File: config.mk
export PLATFORM = sky130hd
export DESIGN_NAME = sacc_device_flat
export DESIGN_NICKNAME = d
export VERILOG_FILES = /design/src/core/sacc_pkg.sv /design/src/core/sacc_if.sv /design/src/core/sacc_clk_div.sv /design/src/core/sacc_device.sv /design/src/flat_wrapper.sv
export SDC_FILE = /design/constraint.sdc
export NUM_CORES = 1
export LEC_CHECK = 0
export BUFFER_PORTS_ARGS = -buffer_cell sky130_fd_sc_hd__buf_4
export CAP_MARGIN = 20
export CORE_ASPECT_RATIO = 0.9
export CORE_MARGIN = 2
export CORE_UTILIZATION = 50
export CTS_CLUSTER_SIZE = 16
export DETAILED_ROUTE_END_ITERATION = 16
export GPL_TIMING_DRIVEN = 0
export HOLD_SLACK_MARGIN = 0.05
export PLACE_DENSITY = 0.7
export SYNTH_ARGS = -nofsm -noshare
export SYNTH_HDL_FRONTEND = slang
export SYNTH_SLANG_ARGS = --single-unit
File: constraint.sdc
create_clock -name mclk -period 4.2 [get_ports mclk]
set_input_delay 0.42 -clock mclk [delete_from_list [all_inputs] [get_ports mclk]]
set_output_delay 0.42 -clock mclk [all_outputs]
set_load 0.005 [all_outputs]
File: src/core/sacc_pkg.sv
// Shared constants and types for the converter control block
package sacc_pkg;

    // ----------------------------------------------------------------
    // Mode word layout
    // ----------------------------------------------------------------
    localparam int MODE_W = 4;
    localparam int MODE_CAL_OFF_BIT = 3;
    localparam int MODE_STAY_ON_BIT = 2;
    localparam logic [1:0] RES_10BIT = 2'h0;
    localparam logic [1:0] RES_12BIT = 2'h1;
    localparam logic [1:0] RES_8BIT = 2'h2;
    localparam int RESULT_W = 12;
    localparam int CHAN_W = 5;
    localparam int DIVIDE_W = 8;
    localparam int STIME_W = 8;

    // ----------------------------------------------------------------
    // Timing counts, in conversion-clock or system-clock cycles
    // ----------------------------------------------------------------
    localparam int CLK_DIV_FACTOR = 4;
    localparam int SAMPLE_BASE_TICKS = 2;
    localparam int CAL_TICKS = 2;
    localparam int TICK_CNT_W = 10;
    localparam int PHASE_CNT_W = 9;

    // ----------------------------------------------------------------
    // Host register map (byte addresses) and reset values
    // ----------------------------------------------------------------
    localparam logic [7:0] REG_CTRL = 8'h00;
    localparam logic [7:0] REG_DIVIDE = 8'h04;
    localparam logic [7:0] REG_STIME = 8'h08;
    localparam logic [7:0] REG_START = 8'h0C;
    localparam logic [7:0] REG_STATUS = 8'h10;
    localparam logic [7:0] REG_RESULT = 8'h14;
    localparam int CTRL_MODE_LSB = 0;
    localparam int CTRL_REFSEL_BIT = 4;
    localparam int CTRL_CHAN_LSB = 8;
    localparam logic [3:0] MODE_RESET = 4'h0;
    localparam logic [7:0] DIVIDE_RESET = 8'h00;
    localparam logic [7:0] STIME_RESET = 8'h00;

    // Conversion sequence states
    typedef enum logic [1:0] {
        ST_IDLE,
        ST_SAMPLE,
        ST_DISTRIB,
        ST_CAL
    } sacc_state_type;

endpackage

File: src/core/sacc_if.sv
// Link between the controlling logic and the converter control block
`timescale 1ns/1ns
interface sacc_if;
    logic [3:0] mode;
    logic [7:0] clockDivideValue;
    logic [7:0] sampleTimeValue;
    logic [4:0] channel;
    logic referenceSelect;
    logic conversionStart;
    logic busy;
    logic sampling;
    logic resultValid;
    logic [11:0] result;

    // Converter end
    modport device (
        input mode,
        input clockDivideValue,
        input sampleTimeValue,
        input channel,
        input referenceSelect,
        input conversionStart,
        output busy,
        output sampling,
        output resultValid,
        output result
    );

    // Controlling logic end
    modport host (
        output mode,
        output clockDivideValue,
        output sampleTimeValue,
        output channel,
        output referenceSelect,
        output conversionStart,
        input busy,
        input sampling,
        input resultValid,
        input result
    );
endinterface

File: src/core/sacc_clk_div.sv
// Conversion clock tick generator derived from the system clock
`timescale 1ns/1ns
module sacc_clk_div
    import sacc_pkg::*;
(
    input wire logic mclk,
    input wire logic rst,
    input wire logic ce,
    input wire logic restart,
    input wire logic [7:0] divideValue,
    output logic tick
);

    logic [9:0] count_q;
    logic [9:0] last;

    // Period is four times one plus the divide value
    assign last = 10'(CLK_DIV_FACTOR * (int'(divideValue) + 1) - 1);

    // ----------------------------------------------------------------
    // Period counter, restarted at each conversion start
    // ----------------------------------------------------------------
    always_ff @(posedge mclk or posedge rst) begin
        if (rst) begin
            count_q <= 10'h000;
        end else if (ce) begin
            if (restart || count_q == last) begin
                count_q <= 10'h000;
            end else begin
                count_q <= count_q + 10'h001;
            end
        end
    end

    // One-cycle pulse at the end of each conversion clock period
    assign tick = ce && !restart && count_q == last;

endmodule // sacc_clk_div

File: src/core/sacc_device.sv
// Converter end: sequencing, status flags and result alignment
//
// Local design decisions: the placing of the registers and the APB register port.
`timescale 1ns/1ns
// Functional notes
// - Mode low bits select 10, 12, 8 bits
// - 8-bit value in top bits, low four zero
// - 10-bit value in top bits, low two zero
// - Mode bit 3 low adds two-cycle calibration
// - Mode bit 2 low powers down after conversion
// - Reference select low picks internal, drives pin
// - Conversion clock period four times divide plus one
// - Host keeps conversion clock within 0.5-10 MHz
// - Inputs system-clock synchronous; start sampled on edge
// - Conversion start raises busy and sampling
// - Sample phase lasts two plus sample-time periods
// - Distribution drops sampling, keeps busy high
// - Distribution lasts one cycle per result bit
// - Host rounds sample time up for hold
// - Host meets monitor minimum sample times
// - One-cycle start; completion drops busy, raises valid
// - Result held; valid stays until next start
// - Busy covers calibration when enabled
// - New start abandons running conversion immediately
module sacc_device
    import sacc_pkg::*;
(
    input wire logic mclk,
    input wire logic rst,
    input wire logic ce,
    sacc_if.device link,
    input wire logic [11:0] analogCode,
    output logic powerDown,
    output logic referenceInternal,
    output logic referencePinOe,
    output logic [4:0] activeChannel,
    output logic calibrating
);

    // ----------------------------------------------------------------
    // Helper functions
    // ----------------------------------------------------------------
    // Number of result bits for a resolution code
    function automatic logic [3:0] resBits(input logic [1:0] res);
        case (res)
            RES_12BIT: resBits = 4'hC;
            RES_8BIT: resBits = 4'h8;
            default: resBits = 4'hA;
        endcase
    endfunction

    // Left-align a converted value and zero the unused low bits
    function automatic logic [11:0] alignResult(input logic [11:0] code,
                                                input logic [1:0] res);
        case (res)
            RES_12BIT: alignResult = code;
            RES_8BIT: alignResult = {code[11:4], 4'h0};
            default: alignResult = {code[11:2], 2'h0};
        endcase
    endfunction

    // ----------------------------------------------------------------
    // Declarations
    // ----------------------------------------------------------------
    sacc_state_type state_q;
    logic [3:0] mode_q;
    logic [7:0] divide_q;
    logic [7:0] stime_q;
    logic [8:0] phaseCnt_q;
    logic [11:0] codeMeta_q;
    logic [11:0] codeSync_q;
    logic [11:0] held_q;
    logic [11:0] sar_q;
    logic [11:0] sarNext;
    logic [11:0] result_q;
    logic valid_q;
    logic powerDown_q;
    logic refSel_q;
    logic [4:0] chan_q;
    logic start;
    logic tick;
    logic [8:0] sampleLast;
    logic [8:0] distLast;
    logic [3:0] bitIdx;

    // Start is taken on any clock edge where it and ce are both high
    assign start = ce && link.conversionStart;

    // ----------------------------------------------------------------
    // Conversion clock
    // ----------------------------------------------------------------
    sacc_clk_div u_div (
        .mclk(mclk),
        .rst(rst),
        .ce(ce),
        .restart(start),
        .divideValue(divide_q),
        .tick(tick)
    );

    // Phase end counts from captured settings
    assign sampleLast = 9'(int'(stime_q) + SAMPLE_BASE_TICKS - 1);
    assign distLast = 9'(resBits(mode_q[1:0]) - 4'h1);
    assign bitIdx = 4'(4'hB - phaseCnt_q[3:0]);

    // ----------------------------------------------------------------
    // Analog code synchroniser
    // ----------------------------------------------------------------
    always_ff @(posedge mclk or posedge rst) begin
        if (rst) begin
            codeMeta_q <= 12'h000;
            codeSync_q <= 12'h000;
        end else if (ce) begin
            codeMeta_q <= analogCode;
            codeSync_q <= codeMeta_q;
        end
    end

    // ----------------------------------------------------------------
    // Settings capture at conversion start
    // ----------------------------------------------------------------
    always_ff @(posedge mclk or posedge rst) begin
        if (rst) begin
            mode_q <= MODE_RESET;
            divide_q <= DIVIDE_RESET;
            stime_q <= STIME_RESET;
            chan_q <= 5'h00;
        end else if (start) begin
            mode_q <= link.mode;
            divide_q <= link.clockDivideValue;
            stime_q <= link.sampleTimeValue;
            chan_q <= link.channel;
        end
    end

    // Reference select follows its input every cycle that ce is high
    always_ff @(posedge mclk or posedge rst) begin
        if (rst) begin
            refSel_q <= 1'b0;
        end else if (ce) begin
            refSel_q <= link.referenceSelect;
        end
    end

    // ----------------------------------------------------------------
    // Sequencer: sample, distribution, optional calibration
    // ----------------------------------------------------------------
    always_ff @(posedge mclk or posedge rst) begin
        if (rst) begin
            state_q <= ST_IDLE;
            phaseCnt_q <= 9'h000;
        end else if (start) begin
            state_q <= ST_SAMPLE;
            phaseCnt_q <= 9'h000;
        end else if (tick) begin
            case (state_q)
                ST_SAMPLE: begin
                    if (phaseCnt_q == sampleLast) begin
                        state_q <= ST_DISTRIB;
                        phaseCnt_q <= 9'h000;
                    end else begin
                        phaseCnt_q <= phaseCnt_q + 9'h001;
                    end
                end
                ST_DISTRIB: begin
                    phaseCnt_q <= phaseCnt_q + 9'h001;
                    if (phaseCnt_q == distLast) begin
                        phaseCnt_q <= 9'h000;
                        if (!mode_q[MODE_CAL_OFF_BIT]) begin
                            state_q <= ST_CAL;
                        end else begin
                            state_q <= ST_IDLE;
                        end
                    end
                end
                ST_CAL: begin
                    phaseCnt_q <= phaseCnt_q + 9'h001;
                    if (phaseCnt_q == 9'(CAL_TICKS - 1)) begin
                        state_q <= ST_IDLE;
                        phaseCnt_q <= 9'h000;
                    end
                end
                default: begin
                    state_q <= ST_IDLE;
                    phaseCnt_q <= 9'h000;
                end
            endcase
        end
    end

    // ----------------------------------------------------------------
    // Approximation register, one bit per distribution cycle
    // ----------------------------------------------------------------
    // Value including this cycle's bit, so the last bit reaches the result
    always_comb begin
        sarNext = sar_q;
        if (tick && state_q == ST_DISTRIB) begin
            sarNext[bitIdx] = held_q[bitIdx];
        end
    end

    always_ff @(posedge mclk or posedge rst) begin
        if (rst) begin
            held_q <= 12'h000;
            sar_q <= 12'h000;
        end else if (start) begin
            sar_q <= 12'h000;
        end else if (tick) begin
            if (state_q == ST_SAMPLE && phaseCnt_q == sampleLast) begin
                held_q <= codeSync_q; // Hold at end of sampling
            end
            sar_q <= sarNext;
        end
    end

    // ----------------------------------------------------------------
    // Completion: latch result, raise valid
    // ----------------------------------------------------------------
    always_ff @(posedge mclk or posedge rst) begin
        if (rst) begin
            result_q <= 12'h000;
            valid_q <= 1'b0;
        end else if (start) begin
            valid_q <= 1'b0;
        end else if (ce && state_q != ST_IDLE) begin
            if (state_q != ST_SAMPLE && !busyNext()) begin
                result_q <= alignResult(sarNext, mode_q[1:0]);
                valid_q <= 1'b1;
            end
        end
    end

    // True while the sequencer will still be running next cycle
    function automatic logic busyNext();
        busyNext = 1'b1;
        if (tick && state_q == ST_DISTRIB && phaseCnt_q == distLast &&
            mode_q[MODE_CAL_OFF_BIT]) begin
            busyNext = 1'b0;
        end
        if (tick && state_q == ST_CAL &&
            phaseCnt_q == 9'(CAL_TICKS - 1)) begin
            busyNext = 1'b0;
        end
    endfunction

    // Power-down after completion unless mode bit 2 keeps it on
    always_ff @(posedge mclk or posedge rst) begin
        if (rst) begin
            powerDown_q <= 1'b0;
        end else if (start) begin
            powerDown_q <= 1'b0;
        end else if (ce && state_q != ST_IDLE && state_q != ST_SAMPLE &&
                     !busyNext()) begin
            powerDown_q <= !mode_q[MODE_STAY_ON_BIT];
        end
    end

    // ----------------------------------------------------------------
    // Outputs
    // ----------------------------------------------------------------
    assign link.busy = state_q != ST_IDLE;
    assign link.sampling = state_q == ST_SAMPLE;
    assign link.resultValid = valid_q;
    assign link.result = result_q;
    assign powerDown = powerDown_q;
    assign referenceInternal = !refSel_q;
    assign referencePinOe = !refSel_q;
    assign activeChannel = chan_q;
    assign calibrating = state_q == ST_CAL;

endmodule // sacc_device

File: src/flat_wrapper.sv
// flat-port wrapper written by rule: the top's interface ports become plain ports
module sacc_device_flat import sacc_pkg::*;
  (mclk, rst, ce, analogCode, powerDown, referenceInternal, referencePinOe, activeChannel, calibrating, link_mode, link_clockDivideValue, link_sampleTimeValue, link_channel, link_referenceSelect, link_conversionStart, link_busy, link_sampling, link_resultValid, link_result);
  sacc_if link_i ();
  input wire logic mclk;
  input wire logic rst;
  input wire logic ce;
  input wire logic [11:0] analogCode;
  output logic powerDown;
  output logic referenceInternal;
  output logic referencePinOe;
  output logic [4:0] activeChannel;
  output logic calibrating;
  input wire logic [$bits(link_i.mode)-1:0] link_mode;
  input wire logic [$bits(link_i.clockDivideValue)-1:0] link_clockDivideValue;
  input wire logic [$bits(link_i.sampleTimeValue)-1:0] link_sampleTimeValue;
  input wire logic [$bits(link_i.channel)-1:0] link_channel;
  input wire logic [$bits(link_i.referenceSelect)-1:0] link_referenceSelect;
  input wire logic [$bits(link_i.conversionStart)-1:0] link_conversionStart;
  output wire logic [$bits(link_i.busy)-1:0] link_busy;
  output wire logic [$bits(link_i.sampling)-1:0] link_sampling;
  output wire logic [$bits(link_i.resultValid)-1:0] link_resultValid;
  output wire logic [$bits(link_i.result)-1:0] link_result;
  assign link_i.mode = link_mode;
  assign link_i.clockDivideValue = link_clockDivideValue;
  assign link_i.sampleTimeValue = link_sampleTimeValue;
  assign link_i.channel = link_channel;
  assign link_i.referenceSelect = link_referenceSelect;
  assign link_i.conversionStart = link_conversionStart;
  assign link_busy = link_i.busy;
  assign link_sampling = link_i.sampling;
  assign link_resultValid = link_i.resultValid;
  assign link_result = link_i.result;
  sacc_device u_core (.mclk(mclk), .rst(rst), .ce(ce), .link(link_i), .analogCode(analogCode), .powerDown(powerDown), .referenceInternal(referenceInternal), .referencePinOe(referencePinOe), .activeChannel(activeChannel), .calibrating(calibrating));
endmodule
==> results by group <==
Setup path
  • CP required: 4.45 ns
  • CP Max Fanout: 10
  • CP startpoint: u_core.divide_q[0]
  • Reg2reg path depth: 11
  • Flop2flop setup slack: 0.20 ns
  • Worst Path Class, Setup: flip-flop to flip-flop
  • Crit end category: flip-flop
  • CP Launch Type: flip-flop
  • Crit path capture: u_core.held_q[8]
  • Worst r2r src: u_core.divide_q[0]
  • Capturing point of the worst reg2reg path: u_core.held_q[8]
  • Worst EP arrival: 4.25 ns

Placement
  • IO buf count: 63
  • Gp weighted congestion: 0.8882
  • Placed insts: 797
  • Post-DP HPWL: around 9.5 mm

Global route
  • Vias in the first global route: 4380
  • Gr usage total: between 20% and 30%
  • Total grt overflow: 0
  • Largest net degree at the start of global routing: 73
  • Initial antenna violation count: 0
  • First-pass GRT wire length: 21.76 mm

Clock tree
  • Num CTS Buffers: 9
  • Worst-case clock buffer depth: 2
  • Clk sinks: 109
  • Post-CTS Setup Inserts: 0
  • H-Tree Depth: 3
  • Clock transition at path regs: 0.07 ns
  • CTS tree: done
  • Hold_buf cts: 0
  • Root Buffer: clkbuf_16
  • PostCTS Resize Cnt: 0
  • Clock Latency Late Sink: 0.36 ns

Pwr
  • Pwr Total: 0.002404 W
  • Pwr Density: 340.6 mW/mm^2
  • Lkg Pwr: a little over 3 nW
  • Worst vdd ir: 0.4097 mV

Floorplanning
  • Starting density of the core: about half
  • Core area: 0.01198 mm^2
  • # rows: 38
  • IO Pins: 66
  • Die Wd: 120.2 um
  • Die height: between 100 and 150 um
  • Die footprint: about 0.013 mm^2

Yosys
  • Ys flop type: dfrtp_1
  • Syn Area/Cell: roughly 11 um^2
  • Sequential area share after synthesis: 44.87%
  • Synth warn: 0
  • Post-synth ARST share: 100.0%
  • Area contributors post-synth: dfrtp_1 (45%), mux2_2 (9.6%), ha_1 (3.9%), xnor2_1 (3.0%), nand2_1 (2.5%)
  • Number of synthesized flops with an enable pin: 0
  • Cells after Synth: 573
  • Unique masters post-synth: 68
  • Post-Syn Nets: 634
  • Synthesized cell area: approximately 0.006 mm^2
  • Yosys top cell by area: dfrtp_1
  • #FFs+latches synth: between 100 and 150
  • Yosys top cell area share: approximately 45%

Routing
  • TritonRoute pass-1 iters: 5
  • Post-route antenna net violation count: 0
  • Vias post-DR: 4548
  • Via/cell ratio: 5.601
  • Initial DRC count: 242
  • Drt wl/cell: 16.06 um
  • Number of remaining DRC errors: 0
  • Total Wirelength: 13.04 mm

Cells and area
  • Layout area overhead: 16.12%
  • Share of layout cells above drive strength 1: 26.69%
  • Finished Core Util: roughly three fifths
  • Post-route insts no fill: 812
  • Nets: 709
  • ANT cells: 0

Timing
  • Least-Margin Pin Slew: 0.6782 ns
  • RSZ-0062 raised after global routing: false
  • Hold_ws: 0.09850 ns
  • Fin. Hold Viols: 0
  • Final setup viols: 0
  • Worst rel slew slack: 54.41%
  • Final setup TNS: 0 ns
  • Max Clock Skew: approximately 0.012 ns
  • Final Cycle Share: ~95%
  • Final Critical Period: 4.002 ns
  • Fmax: between 200 and 250 MHz
  • Max Slew Vio Count: 0

Outcome
  • Outcome: finished clean

Job
  • Max Cap Viol: 0

Min path
  • Min-delay worst type: input port to asynchronous set/reset pin
## flip-flops by register name (all words and copies together), names as in the netlist, 2 cells and up
signal                flops
u_core.mode_q             4
u_core.divide_q           8
u_core.state_q            2
u_core.sar_q             12
u_core.link.result       12
u_core.u_div.count_q     10
u_core.held_q            12
u_core.codeMeta_q        12
u_core.stime_q            8
u_core.phaseCnt_q         9
u_core.activeChannel      5
u_core.codeSync_q        12
## placed cells by master, fill, tap and decap left out, drive strengths merged, types with 10 or more instances in the layout
cell type	Yosys	routed
xnor2	23	23
nor3	11	11
clkbuf	25	34
o21ai	20	20
dfrtp	109	109
mux2i	14	14
xor2	11	11
o31ai	10	10
nand2	42	42
nor4	10	10
inv	21	26
nor2	36	36
ha	19	19
a31oi	12	12
mux2	62	62
buf	18	82
nand3	28	28
## routing by layer
metal | vias up | part of all wire, % | global-route usage, %
met1 | 2243 | 47 | 29.28
met4 | 0 | 0.81 | 5.066
met5 | - | 0 | 0
met3 | 9 | 5.1 | 5.011
li1 | 2182 | - | -
met2 | 114 | 47 | 34.01
## worst min path at each step
stage / startpoint / to / slack [ns] / cells past startpoint
2_1_floorplan: u_core.sar_q[2] / u_core.sar_q[2] / 0.45 / 1
3_3_place_gp: u_core.link.resultValid / u_core.link.resultValid / 0.46 / 2
3_5_place_dp: u_core.sar_q[3] / u_core.sar_q[3] / 0.47 / 1
4_1_cts: rst / u_core.u_div.count_q[0] / 0.11 / 2
5_1_grt: rst / u_core.sar_q[5] / 0.13 / 2
6_report: rst / u_core.mode_q[3] / 0.1 / 2
## cell usage after synthesis, drive strengths merged, types with 5 or more instances
master,n
and2,6
ha,19
mux2,62
a22o,5
nor3,11
or2,5
xor2,11
o21ai,20
clkbuf,25
inv,21
o31ai,10
nand2,42
buf,18
xnor2,23
o211ai,5
a21oi,8
dfrtp,109
nor4,10
nand3,28
and3,9
a31oi,12
mux2i,14
nand4,9
nand2b,6
nor2,36
## per-stage QoR
| step | worst slack [ns] | cell area (um^2) |
|---|---|---|
| 6_report | 0.1982 | 7058 |
| 2_1_floorplan | 0.7231 | 6078 |
| 3_3_place_gp | -0.3054 | 6751 |
| 4_1_cts | 0.2474 | 7058 |
| 5_1_grt | 0.06887 | 7058 |
| 3_5_place_dp | 0.2712 | 6782 |
## area by class of cell
cell class	count	area [um^2]
fill	1049	4923
multi-input combinational	400	3057
sequential	109	2728
timing repair buffer	64	500.5
clock buffer	9	225.2
buffer	43	215.2
tap	160	200.2
inverter	21	81.33
clock inverter	6	51.30
## power breakdown
group	total (W)	internal (W)	switching (W)
registers	0.00118	0.00112	0.0000578
clock network	0.000814	0.000411	0.000403
logic	0.000412	0.000205	0.000207
## critical path: stages (launching register included)
cell,delay [ns]
dfrtp_1,0.42
ha_1,0.32
or3_2,0.46
o32ai_1,0.43
o21ai_1,0.17
xnor2_1,0.20
or4b_1,0.55
buf_6,0.17
nor3_4,0.38
and3_4,0.32
buf_12,0.15
mux2_4,0.31
## kinds of logic (layout without fill, tap and decap cells)
logic type	after synthesis	count (layout)	share of synthesized area [%]
adders and majority gates	19	19	3.911
muxes	79	79	15.52
xor gates and xnor gates	35	35	5.537
DFF	109	109	44.87
AOI/OAI and AO/OA	88	88	10.15
buffers and inverters	64	143	4.838
and+or+nand+nor	179	179	15.17
No activity file was read; power rests on OpenSTA's default activity.
